===== config.mk =====
export PLATFORM = sky130hd
export DESIGN_NAME = sac_conv_ctrl
export DESIGN_NICKNAME = d
export VERILOG_FILES = /design/src/verilog/sac_pkg.sv /design/src/verilog/sac_conv_ctrl.sv
export VERILOG_INCLUDE_DIRS = /design/src /design/src/verilog
export SDC_FILE = /design/constraint.sdc
export NUM_CORES = 1
export LEC_CHECK = 0
export ABC_CLOCK_PERIOD_IN_PS = 3700
export BUFFER_PORTS_ARGS = -buffer_cell sky130_fd_sc_hd__buf_2
export CAP_MARGIN = 20
export CORE_MARGIN = 2
export CORE_UTILIZATION = 44
export DETAILED_ROUTE_END_ITERATION = 10
export GPL_TIMING_DRIVEN = 0
export PLACE_DENSITY_LB_ADDON = 0.3
export SYNTH_ARGS = -nofsm -noshare
export SYNTH_HDL_FRONTEND = slang
export SYNTH_SLANG_ARGS = --single-unit

===== constraint.sdc =====
create_clock -name clk_i -period 3.7 [get_ports clk_i]
set_clock_uncertainty 0.05 [all_clocks]
set_input_delay 0.37 -clock clk_i [delete_from_list [all_inputs] [get_ports clk_i]]
set_output_delay 0.37 -clock clk_i [all_outputs]
set_load 0.02 [all_outputs]

===== src/verilog/sac_map.svh =====
// sac_map.svh: register indices, bit positions, reset values and counts
// of the conversion controller; byte address is four times the index
`ifndef SAC_MAP_SVH
`define SAC_MAP_SVH

`define SAC_IDX_FLAGS   8'h0c
`define SAC_IDX_CTRL    8'h1f
`define SAC_IDX_ANALOG_SELECT_REG   8'h20
`define SAC_IDX_RESH    8'h21
`define SAC_IDX_RESL    8'h22
`define SAC_IDX_IEN     8'h23

`define SAC_CTRL_ON     0
`define SAC_CTRL_GO     1
`define SAC_CTRL_CHS    2
`define SAC_CTRL_REF    6
`define SAC_CTRL_JUST   7
`define SAC_ANALOG_SELECT_REG_CS    4
`define SAC_FLAG_DONE   6

`define SAC_ANS_RST     4'hf
`define SAC_CS_RST      3'h0

`define SAC_CONV_TADS   4'hb
`define SAC_ABORT_TADS  4'h2
`define SAC_SAR_TOP     10'h200

`endif


===== src/verilog/sac_pkg.sv =====
// sac_pkg: types shared by the conversion controller and its bench
// assumes sac_map.svh holds the numeric constants
package sac_pkg;

  typedef struct packed {
    logic        cyc;
    logic        stb;
    logic        we;
    logic [3:0]  sel;
    logic [9:0]  adr;
    logic [31:0] dat;
  } sac_wb_req_type;

  typedef struct packed {
    logic [1:0]  chan;
    logic        ref_ext;
    logic        conv_en;
    logic        sample;
    logic [9:0]  dac;
  } sac_ana_type;

  typedef enum logic [1:0] {
    SAC_IDLE = 2'h0,
    SAC_CONV = 2'h1,
    SAC_HOLD = 2'h3
  } sac_state_type;

endpackage : sac_pkg


===== src/verilog/sac_conv_ctrl.sv =====
// sac_conv_ctrl: 10-bit successive-approximation conversion control
// assumes a classic wishbone master and a comparator synchronous to clk_i
//
// Function
// - conversion takes exactly eleven conversion clock periods
// - clock source from select field bits 6:4
// - select decodes six core dividers or RC clock
// - writing go and on bits one while already on and idle starts a conversion
// - finish clears go, sets done flag, interrupt
// - clearing go mid-conversion aborts it at once
// - abort leaves both result registers unchanged
// - after abort delay, acquisition restarts on channel
// - justify bit selects right or left result
// - reference bit selects external pin or supply
// - channel field bits 3:2 picks one input
// - each result stored as ten bits, two registers
`timescale 1ns/10ps
`default_nettype none
`include "sac_map.svh"

module sac_conv_ctrl (
  // system
  input  wire logic                    clk_i,
  input  wire logic                    rst_i,
  input  wire logic                    ce_i,
  // register bus
  input  wire sac_pkg::sac_wb_req_type wb_req_i,
  output logic                         wb_ack_o,
  output logic [31:0]                  wb_dat_o,
  // converter side
  input  wire logic                    comp_i,
  input  wire logic                    rc_tick_i,
  output sac_pkg::sac_ana_type         ana_o,
  output logic                         irq_o
);
  import sac_pkg::*;

  logic          on_q;
  logic          go_q;
  logic [1:0]    chan_q;
  logic          ref_q;
  logic          just_q;
  logic [2:0]    cs_q;
  logic [3:0]    ans_q;
  logic          done_q;
  logic          ien_q;
  logic [9:0]    result_q;
  logic [9:0]    sar_q;
  logic [9:0]    sar_d;
  logic [3:0]    tad_q;
  logic [5:0]    div_q;
  sac_state_type state_q;
  logic          acc;
  logic          wr;
  logic [7:0]    idx;
  logic [7:0]    wdat;
  logic          wr_ctrl;
  logic          tick;
  logic          start;
  logic          abort;
  logic          finish;

  // divider terminal count per select code, zero for the rc source
  function automatic logic [5:0] div_limit(input logic [2:0] cs);
    case (cs)
      3'h0:    div_limit = 6'h01;
      3'h4:    div_limit = 6'h03;
      3'h1:    div_limit = 6'h07;
      3'h5:    div_limit = 6'h0f;
      3'h2:    div_limit = 6'h1f;
      3'h6:    div_limit = 6'h3f;
      default: div_limit = 6'h00;
    endcase
  endfunction : div_limit

  function automatic logic is_rc(input logic [2:0] cs);
    is_rc = (cs[1:0] == 2'h3);
  endfunction : is_rc

  // read view of each mapped index
  function automatic logic [7:0] rd_reg(input logic [7:0] i);
    case (i)
      `SAC_IDX_CTRL:  rd_reg = {just_q, ref_q, 2'h0, chan_q, go_q, on_q};
      `SAC_IDX_ANALOG_SELECT_REG: rd_reg = {1'h0, cs_q, ans_q};
      `SAC_IDX_FLAGS: rd_reg = {1'h0, done_q, 6'h00};
      `SAC_IDX_IEN:   rd_reg = {1'h0, ien_q, 6'h00};
      `SAC_IDX_RESH:  rd_reg = just_q ? {6'h00, result_q[9:8]}
                                      : result_q[9:2];
      `SAC_IDX_RESL:  rd_reg = just_q ? result_q[7:0]
                                      : {result_q[1:0], 6'h00};
      default:        rd_reg = 8'h00;
    endcase
  endfunction : rd_reg

  assign acc     = ce_i & wb_req_i.cyc & wb_req_i.stb & ~wb_ack_o;
  assign wr      = acc & wb_req_i.we & wb_req_i.sel[0];
  assign idx     = wb_req_i.adr[9:2];
  assign wdat    = wb_req_i.dat[7:0];
  assign wr_ctrl = wr & (idx == `SAC_IDX_CTRL);

  // conversion clock tick
  assign tick = is_rc(cs_q) ? rc_tick_i : (div_q == div_limit(cs_q));

  assign start  = wr_ctrl & wdat[`SAC_CTRL_GO] & wdat[`SAC_CTRL_ON] & on_q
                & ~go_q & (state_q == SAC_IDLE);
  assign abort  = wr_ctrl & (state_q == SAC_CONV)
                & ~(wdat[`SAC_CTRL_GO] & wdat[`SAC_CTRL_ON]);
  assign finish = (state_q == SAC_CONV) & tick & ~abort
                & (tad_q == `SAC_CONV_TADS - 4'h1);

  // bit under trial resolves from the comparator, next bit is tried
  always_comb
  begin
    sar_d = sar_q;
    for (int i = 0; i < 10; i++)
    begin
      if (tad_q != 4'h0 && 4'(i) == 4'h0a - tad_q)
        sar_d[i] = comp_i;
      else if (tad_q != 4'h0 && 4'(i) + 4'h1 == 4'h0a - tad_q)
        sar_d[i] = 1'b1;
    end
  end

  // bus handshake
  always_ff @(posedge clk_i)
  begin
    if (rst_i)
    begin
      wb_ack_o <= 1'b0;
      wb_dat_o <= 32'h0000_0000;
    end
    else if (ce_i)
    begin
      wb_ack_o <= acc;
      if (acc)
        wb_dat_o <= {24'h00_0000, rd_reg(idx)};
    end
  end

  // control and select fields
  always_ff @(posedge clk_i)
  begin
    if (rst_i)
    begin
      on_q   <= 1'b0;
      chan_q <= 2'h0;
      ref_q  <= 1'b0;
      just_q <= 1'b0;
      cs_q   <= `SAC_CS_RST;
      ans_q  <= `SAC_ANS_RST;
      ien_q  <= 1'b0;
    end
    else if (ce_i)
    begin
      if (wr_ctrl)
      begin
        on_q   <= wdat[`SAC_CTRL_ON];
        chan_q <= wdat[`SAC_CTRL_CHS +: 2];
        ref_q  <= wdat[`SAC_CTRL_REF];
        just_q <= wdat[`SAC_CTRL_JUST];
      end
      if (wr & (idx == `SAC_IDX_ANALOG_SELECT_REG))
      begin
        cs_q  <= wdat[`SAC_ANALOG_SELECT_REG_CS +: 3];
        ans_q <= wdat[3:0];
      end
      if (wr & (idx == `SAC_IDX_IEN))
        ien_q <= wdat[`SAC_FLAG_DONE];
    end
  end

  // go flag: cleared by hardware at finish, abort or power-off
  always_ff @(posedge clk_i)
  begin
    if (rst_i)
      go_q <= 1'b0;
    else if (ce_i)
    begin
      if (finish | ~on_q)
        go_q <= 1'b0;
      else if (wr_ctrl)
        go_q <= (go_q | start) & wdat[`SAC_CTRL_GO] & wdat[`SAC_CTRL_ON];
    end
  end

  // done flag and interrupt; a finish wins over a software clear
  always_ff @(posedge clk_i)
  begin
    if (rst_i)
    begin
      done_q <= 1'b0;
      irq_o  <= 1'b0;
    end
    else if (ce_i)
    begin
      if (finish)
        done_q <= 1'b1;
      else if (wr & (idx == `SAC_IDX_FLAGS))
        done_q <= wdat[`SAC_FLAG_DONE];
      irq_o <= done_q & ien_q;
    end
  end

  // conversion clock divider, restarted with each conversion
  always_ff @(posedge clk_i)
  begin
    if (rst_i)
      div_q <= 6'h00;
    else if (ce_i)
    begin
      if (start | tick | abort | (state_q == SAC_IDLE))
        div_q <= 6'h00;
      else
        div_q <= div_q + 6'h01;
    end
  end

  // sequencer
  always_ff @(posedge clk_i)
  begin
    if (rst_i)
    begin
      state_q <= SAC_IDLE;
      tad_q   <= 4'h0;
      sar_q   <= 10'h000;
    end
    else if (ce_i)
    begin
      if (~on_q)
        state_q <= SAC_IDLE;
      else
        case (state_q)
          SAC_IDLE:
          begin
            if (start)
            begin
              state_q <= SAC_CONV;
              tad_q   <= 4'h0;
              sar_q   <= `SAC_SAR_TOP;
            end
          end
          SAC_CONV:
          begin
            if (abort)
            begin
              state_q <= SAC_HOLD;
              tad_q   <= 4'h0;
            end
            else if (tick)
            begin
              sar_q <= sar_d;
              tad_q <= tad_q + 4'h1;
              if (finish)
                state_q <= SAC_IDLE;
            end
          end
          SAC_HOLD:
          begin
            if (tick)
            begin
              tad_q <= tad_q + 4'h1;
              if (tad_q == `SAC_ABORT_TADS - 4'h1)
                state_q <= SAC_IDLE;
            end
          end
          default:
            state_q <= SAC_IDLE;
        endcase
    end
  end

  // result written only by a completed conversion
  always_ff @(posedge clk_i)
  begin
    if (rst_i)
      result_q <= 10'h000;
    else if (ce_i & finish)
      result_q <= sar_d;
  end

  // converter drive; idle with converter on means acquiring
  always_ff @(posedge clk_i)
  begin
    if (rst_i)
      ana_o <= '0;
    else if (ce_i)
    begin
      ana_o.chan    <= chan_q;
      ana_o.ref_ext <= ref_q;
      ana_o.conv_en <= on_q;
      ana_o.sample  <= on_q & (state_q == SAC_IDLE);
      ana_o.dac     <= sar_q;
    end
  end

  // checks
  logic [3:0] ticks_q;

  always_ff @(posedge clk_i)
  begin
    if (rst_i)
      ticks_q <= 4'h0;
    else if (ce_i)
    begin
      if (start)
        ticks_q <= 4'h0;
      else if (tick & (state_q == SAC_CONV))
        ticks_q <= ticks_q + 4'h1;
    end
  end
endmodule : sac_conv_ctrl

`default_nettype wire


Word level (Yosys, flattened, before mapping) --
Cells that the tools add are included.
Cells by class: muxes and demuxes 46, bitwise operators 35, reductions and logical operators 28, $add $sub $neg 3, equality and inequality tests 35
Operators with widths (count):
- $pmux W8 S6 | 1
- $pmux W6 S6 | 1
- $eq A8 B6 Y1 const B | 4
- $mux W10 | 3
- $and A1 B1 Y1 | 25
- $mux W1 | 25
- $pmux W10 S2 | 1
- $eq A3 B4 Y1 const A | 4
- $mux W8 | 2
- $mux W2 | 7
- $eq A4 B4 Y1 const A | 3
- $mux W4 | 3
- $pmux W4 S3 | 1
- $reduce_and A2 Y1 | 6
- $reduce_and A6 Y1 | 2
- $logic_and A1 B1 Y1 | 11
- $eq A3 B3 Y1 const B | 3
- $ne A3 B3 Y1 const B | 3
- $eq A2 B4 Y1 const A | 2
- $eq A8 B4 Y1 const B | 1
- $eq A8 B5 Y1 const B | 1
- $ne A4 B4 Y1 const B | 2
- $add A6 B1 Y6 const B | 1
- $eq A6 B6 Y1 | 1
- 21 further kinds | 34
Word-level totals: bits of input ports 54, flip-flop bits (word level) 72, word-level logic and storage cells 169, output and inout bits 49

Depth between registers and ports, before layout --
depth in word-level cells 16, mapped depth 8, mapped depth without buffers 8

Least setup slack after synthesis --
Ideal clock, no wire load.
kind input -> register, start in ce_i, end reg sar_q[8], path buffers 2, setup time 0.117 ns, arrival 1.988 ns, data required time 3.533 ns, stages on the path 7, slack 1.545 ns, path through buf_4 nand4b_4 or4_1 buf_2 nor4_4 o31ai_4 a22o_1
On the way: longest elaborated chain between the ends 13, elaborated cells on any way between the ends 16, those cells by class eq/ne: 2; bitwise: 13; reduce/logical: 1
Ends and longest elaborated chain:
- start, declared | line sac_conv_ctrl.sv:25 | input wire logic ce_i,
- $and A1 B1 Y1 (3 in series) | line sac_conv_ctrl.sv:95 | assign acc = ce_i & wb_req_i.cyc & wb_req_i.stb & ~wb_ack_o;
- $and A1 B1 Y1 (2 in series) | line sac_conv_ctrl.sv:96 | assign wr = acc & wb_req_i.we & wb_req_i.sel[0];
- $and A1 B1 Y1 | line sac_conv_ctrl.sv:99 | assign wr_ctrl = wr & (idx == `SAC_IDX_CTRL);
- $and A1 B1 Y1 (5 in series) | line sac_conv_ctrl.sv:104 | assign start = wr_ctrl & wdat[`SAC_CTRL_GO] & wdat[`SAC_CTRL_ON] & on_q
- $ne A2 B2 Y1 (no line)
- $reduce_and A6 Y1 (no line) (*)
- end signal, assigned | line sac_conv_ctrl.sv:239 | sar_q <= `SAC_SAR_TOP;
- end signal, assigned | line sac_conv_ctrl.sv:251 | sar_q <= sar_d;
- end, declared | line sac_conv_ctrl.sv:48 | logic [9:0] sar_q;
Mark *: on every way between the ends. The rest lies on a longest branch, timed or not. A chain may end at the register's enable or synchronous reset.

Worst setup path after layout --
start reg tad_q[0], end reg result_q[7]
On the way: longest elaborated chain between the ends 5, elaborated cells on any way between the ends 11, those cells by class add/sub: 1; eq/ne: 3; mux: 2; bitwise: 2; reduce/logical: 3
Ends and longest elaborated chain:
- start, declared | line sac_conv_ctrl.sv:50 | logic [3:0] tad_q;
- start signal, assigned | line sac_conv_ctrl.sv:252 | tad_q <= tad_q + 4'h1;
- start signal, assigned | line sac_conv_ctrl.sv:261 | tad_q <= tad_q + 4'h1;
- $sub A4 B4 Y4 | line sac_conv_ctrl.sv:117, sac_conv_ctrl.sv:119
- $eq A4 B4 Y1 | line sac_conv_ctrl.sv:119 | else if (tad_q != 4'h0 && 4'(i) + 4'h1 == 4'h0a - tad_q)
- $logic_and A1 B1 Y1 | line sac_conv_ctrl.sv:119
- $mux W1 | line sac_conv_ctrl.sv:119
- $mux W1 | line sac_conv_ctrl.sv:117 | if (tad_q != 4'h0 && 4'(i) == 4'h0a - tad_q)
- end signal, assigned | line sac_conv_ctrl.sv:278 | result_q <= sar_d;
- end, declared | line sac_conv_ctrl.sv:47 | logic [9:0] result_q;
Several ways; a longest one is shown, not always the timed one.

==> results_dict.tcl <==
set metrics [dict create \
    run_status "finished, final reports clean" \
    synth.cells.most_frequent "dfxtp_1 (72), nor2_1 (50), nand2_1 (47)" \
    share_of_synthesized_cell_area_in_and_or_nand_and_nor_gates_pct 25.2 \
    multiInputGateArea_sq_um 2270 \
    compound_gate_portion_of_the_synthesized_area_pct 20.8 \
    reg2reg_to "result_q[7]$_SDFFE_PP0P_" \
    route.antenna.remaining_nets 0 \
    wl_met3_um 982 \
    leakagePower_uw 0.00187 \
    synth.area.mux_share_pct 5.93 \
    relative_area_change_from_synthesis_to_final_layout_pct 16.7 \
    synthMostInstantiatedCell "dfxtp_1" \
    final_hold_viol_count 0 \
    worstSkewPairLatency_ns 0.35 \
    cts_inserted_buffers 9 \
    initial_core_util_pct 45.3 \
    port-buffer-count 47 \
    dr.pass1.iters 5 \
    synth_edf_count 0 \
    switching_power_uw 428 \
    switching_share_pct 27.2 \
    dieWidth_um 98.7 \
    routabilityCongestion 0.957 \
    dpl.cell_count 656 \
    die_height_um 98.7 \
    fin_crit_sh_pct 67.8 \
    powerDensity_nw_per_um2 342 \
    postRouteWirelength_um 11000 \
    cts_tree "built" \
    hpwl_um 8240 \
    nNetsFinal 620 \
    ctsRootBufferMaster "clkbuf_8" \
    arrival_ns 2.70 \
    hold-worst-slack_ns 0.217 \
    avgSynthCellArea_sq_um 8.26 \
    capturing_element_type_of_the_critical_path "flip-flop" \
    synth-xor-area-share_pct 1.11 \
    share_seq_of_total_power_pct 49.7 \
    netlist_top_cells_area "dfxtp_1 (37%), mux2i_1 (5.1%), buf_4 (4.8%), nor2_1 (4.8%), nand2_1 (4.5%)" \
    hold_path_depth 3 \
    grt_antenna_before_repair 0 \
    crit_required_ns 3.89 \
    setup_violations 0 \
    cp_max_fo 11 \
    synth_area_sq_um 3950 \
    synth_top_area_share_pct 36.5 \
    start_kind "flip-flop" \
    ys_types 65 \
    grt_first_pass_wirelength_um 17900 \
    met1Wirelength_um 4880 \
    htreeDepth 3 \
    max-cap-violations 0 \
    num_antenna_cells 0 \
    fp.coreArea_sq_um 8720 \
    slew_viols_final 0 \
    post_layout_nonfiller_instances 672 \
    pwr-share-clk_pct 41.6 \
    tns_ns 0 \
    r2r-start "tad_q[0]$_SDFFE_PP0P_" \
    vdd_ir_drop_max_v 0.000251 \
    top_flip_flop_cell_by_instance_count_after_synthesis "dfxtp_1" \
    io-pin-count 103 \
    synth_top_family_by_area "simple AND/OR/NAND/NOR gates" \
    synth-adder-area-share_pct 2.22 \
    postSynthCellCount 478 \
    cts_hold_repair.buffers 0 \
    global_route.overflow_total 0 \
    power.share.combinational_pct 8.7 \
    cell_internal_pwr_uw 1140 \
    drt_iter0_drc 269 \
    top_signal_layer_used "met4" \
    synth_top_area_cell "dfxtp_1" \
    holdCritPathClass "primary input to flip-flop" \
    totalPowerFinal_uw 1570 \
    detail_route.vias_per_cell 5.69 \
    wire_per_inst_um 16.4 \
    floorplan.die_area_sq_um 9750 \
    reg2reg_setup_slack_ns 1.19 \
    detailroute.via_count 3826 \
    achievable-frequency_mhz 399 \
    max_slew_margin_pct 37.3 \
    grt_max_degree 15 \
    r2r_cells 8 \
    post-route-drc-count 0 \
    numClockSinks 72 \
    cts-root-to-sink-buffers 2 \
    track_usage_pct 22.9 \
    fill_cells 850 \
    hp_start "wb_req_i[5]" \
    synth-seq-cells 72 \
    ys_warn_count 0 \
    layout-drive-gt1-share_pct 19.0 \
    rsz_0062_raised_after_global_routing "no" \
    register_area_sq_um 1440 \
    async_flop_share_pct 0 \
    wl_met2_um 4980 \
    cts_resized 0 \
    criticalPathCategory "flip-flop to flip-flop" \
    whs_endpoint "cs_q[1]$_SDFFE_PP0P_" \
    clkTransAtPathRegs_ns 0.09 \
    row_count 34 \
    worst-slew-pin-transition_ns 0.927 \
    synth_sequential_area_ratio_pct 36.5 \
    via_count_of_the_first_global_routing_pass 3576 \
    post_cts.repair.setup_buffers 0 \
    shortest_clock_period_the_worst_path_allows_after_layout_ns 2.51 \
]
-- critical path, cell delays in order, from the launching register on --
cell	delay (ns)
dfxtp_1	0.58
ha_1	0.21
clkbuf_1	0.31
nand4bb_1	0.21
a21bo_2	0.16
o21ai_0	0.21
a221o_1	0.40
o21ai_0	0.14
o21ai_0	0.13
-- cell type report --
cell class	count	area share (%)
inverter	12	0.978
clock inverter	7	1.68
multi-input combinational	370	49.4
sequential	72	31.3
tap	108	2.93
timing repair buffer	47	5.11
clock buffer	9	2.69
buffer	47	5.95
-- per-stage QoR --
step                area [sq um]  utilization (%)  setup WS, ns
floorplan                   4040                -          1.54
global placement            4410             50.5          1.25
detailed placement          4410             50.5          1.22
CTS                         4610             52.8          1.23
global route                4610             52.8          1.00
finish                      4610             52.8          1.19
-- state kept, by name, indices dropped and copies added, names as in the netlist, 2 cells and up --
signal and cells:
sar_q 10, ans_q 4, result_q 10, div_q 6, cs_q 3, chan_q 2, state_q 2, wb_dat_o 8
ana_o 15, tad_q 4
-- routing by layer --
metal,GRT usage (%),up-vias
li1,-,1856
met5,0,-
met3,5.60,23
met4,7.90,0
met1,31.0,1774
met2,35.9,173
-- layout by cell type, fill, tap and decap left out, drive strengths merged, types with 5 or more instances in the layout --
master   instances
a22o             5
o2bb2ai          6
a221oi           5
mux2i           20
nor2b           10
clkbuf          23
o21ai           14
buf             80
nand2           47
inv             15
ha               7
nor3            13
conb            24
nand3           32
a21oi           34
nand2b           7
dfxtp           72
a31oi            9
nand4            7
nor2            50
a211oi           7
-- worst max path at each step --
stage / from / end / slack [ns] / depth (start not counted)
finish: tad_q[0]$_SDFFE_PP0P_ / result_q[7]$_SDFFE_PP0P_ / 1.19 / 8
global route: tad_q[0]$_SDFFE_PP0P_ / result_q[7]$_SDFFE_PP0P_ / 1.0 / 8
CTS: tad_q[0]$_SDFFE_PP0P_ / result_q[9]$_SDFFE_PP0P_ / 1.23 / 8
detailed placement: wb_req_i[40] / result_q[8]$_SDFFE_PP0P_ / 1.22 / 7
global placement: wb_req_i[40] / result_q[8]$_SDFFE_PP0P_ / 1.25 / 7
floorplan: ce_i / sar_q[8]$_SDFFE_PP0P_ / 1.54 / 7
-- logic make-up after synthesis --
| kind of cell | Yosys count |
|---|---|
| simple gates | 194 |
| xor+xnor | 5 |
| mux | 23 |
| other cells | 1 |
| buf+inv | 59 |
| compound gates | 117 |
| flops | 72 |
| fa+ha+maj | 7 |
-- power groups by stage --
stage / sequential, uW / combinational, uW / clock (uW)
floorplan: 804 / 90.9 / 0
global placement: 799 / 134 / 0
detailed placement: 799 / 136 / 0
CTS: 781 / 136 / 668
global route: 782 / 148 / 695
finish: 781 / 137 / 655
(Power assumes the default switching activity.)
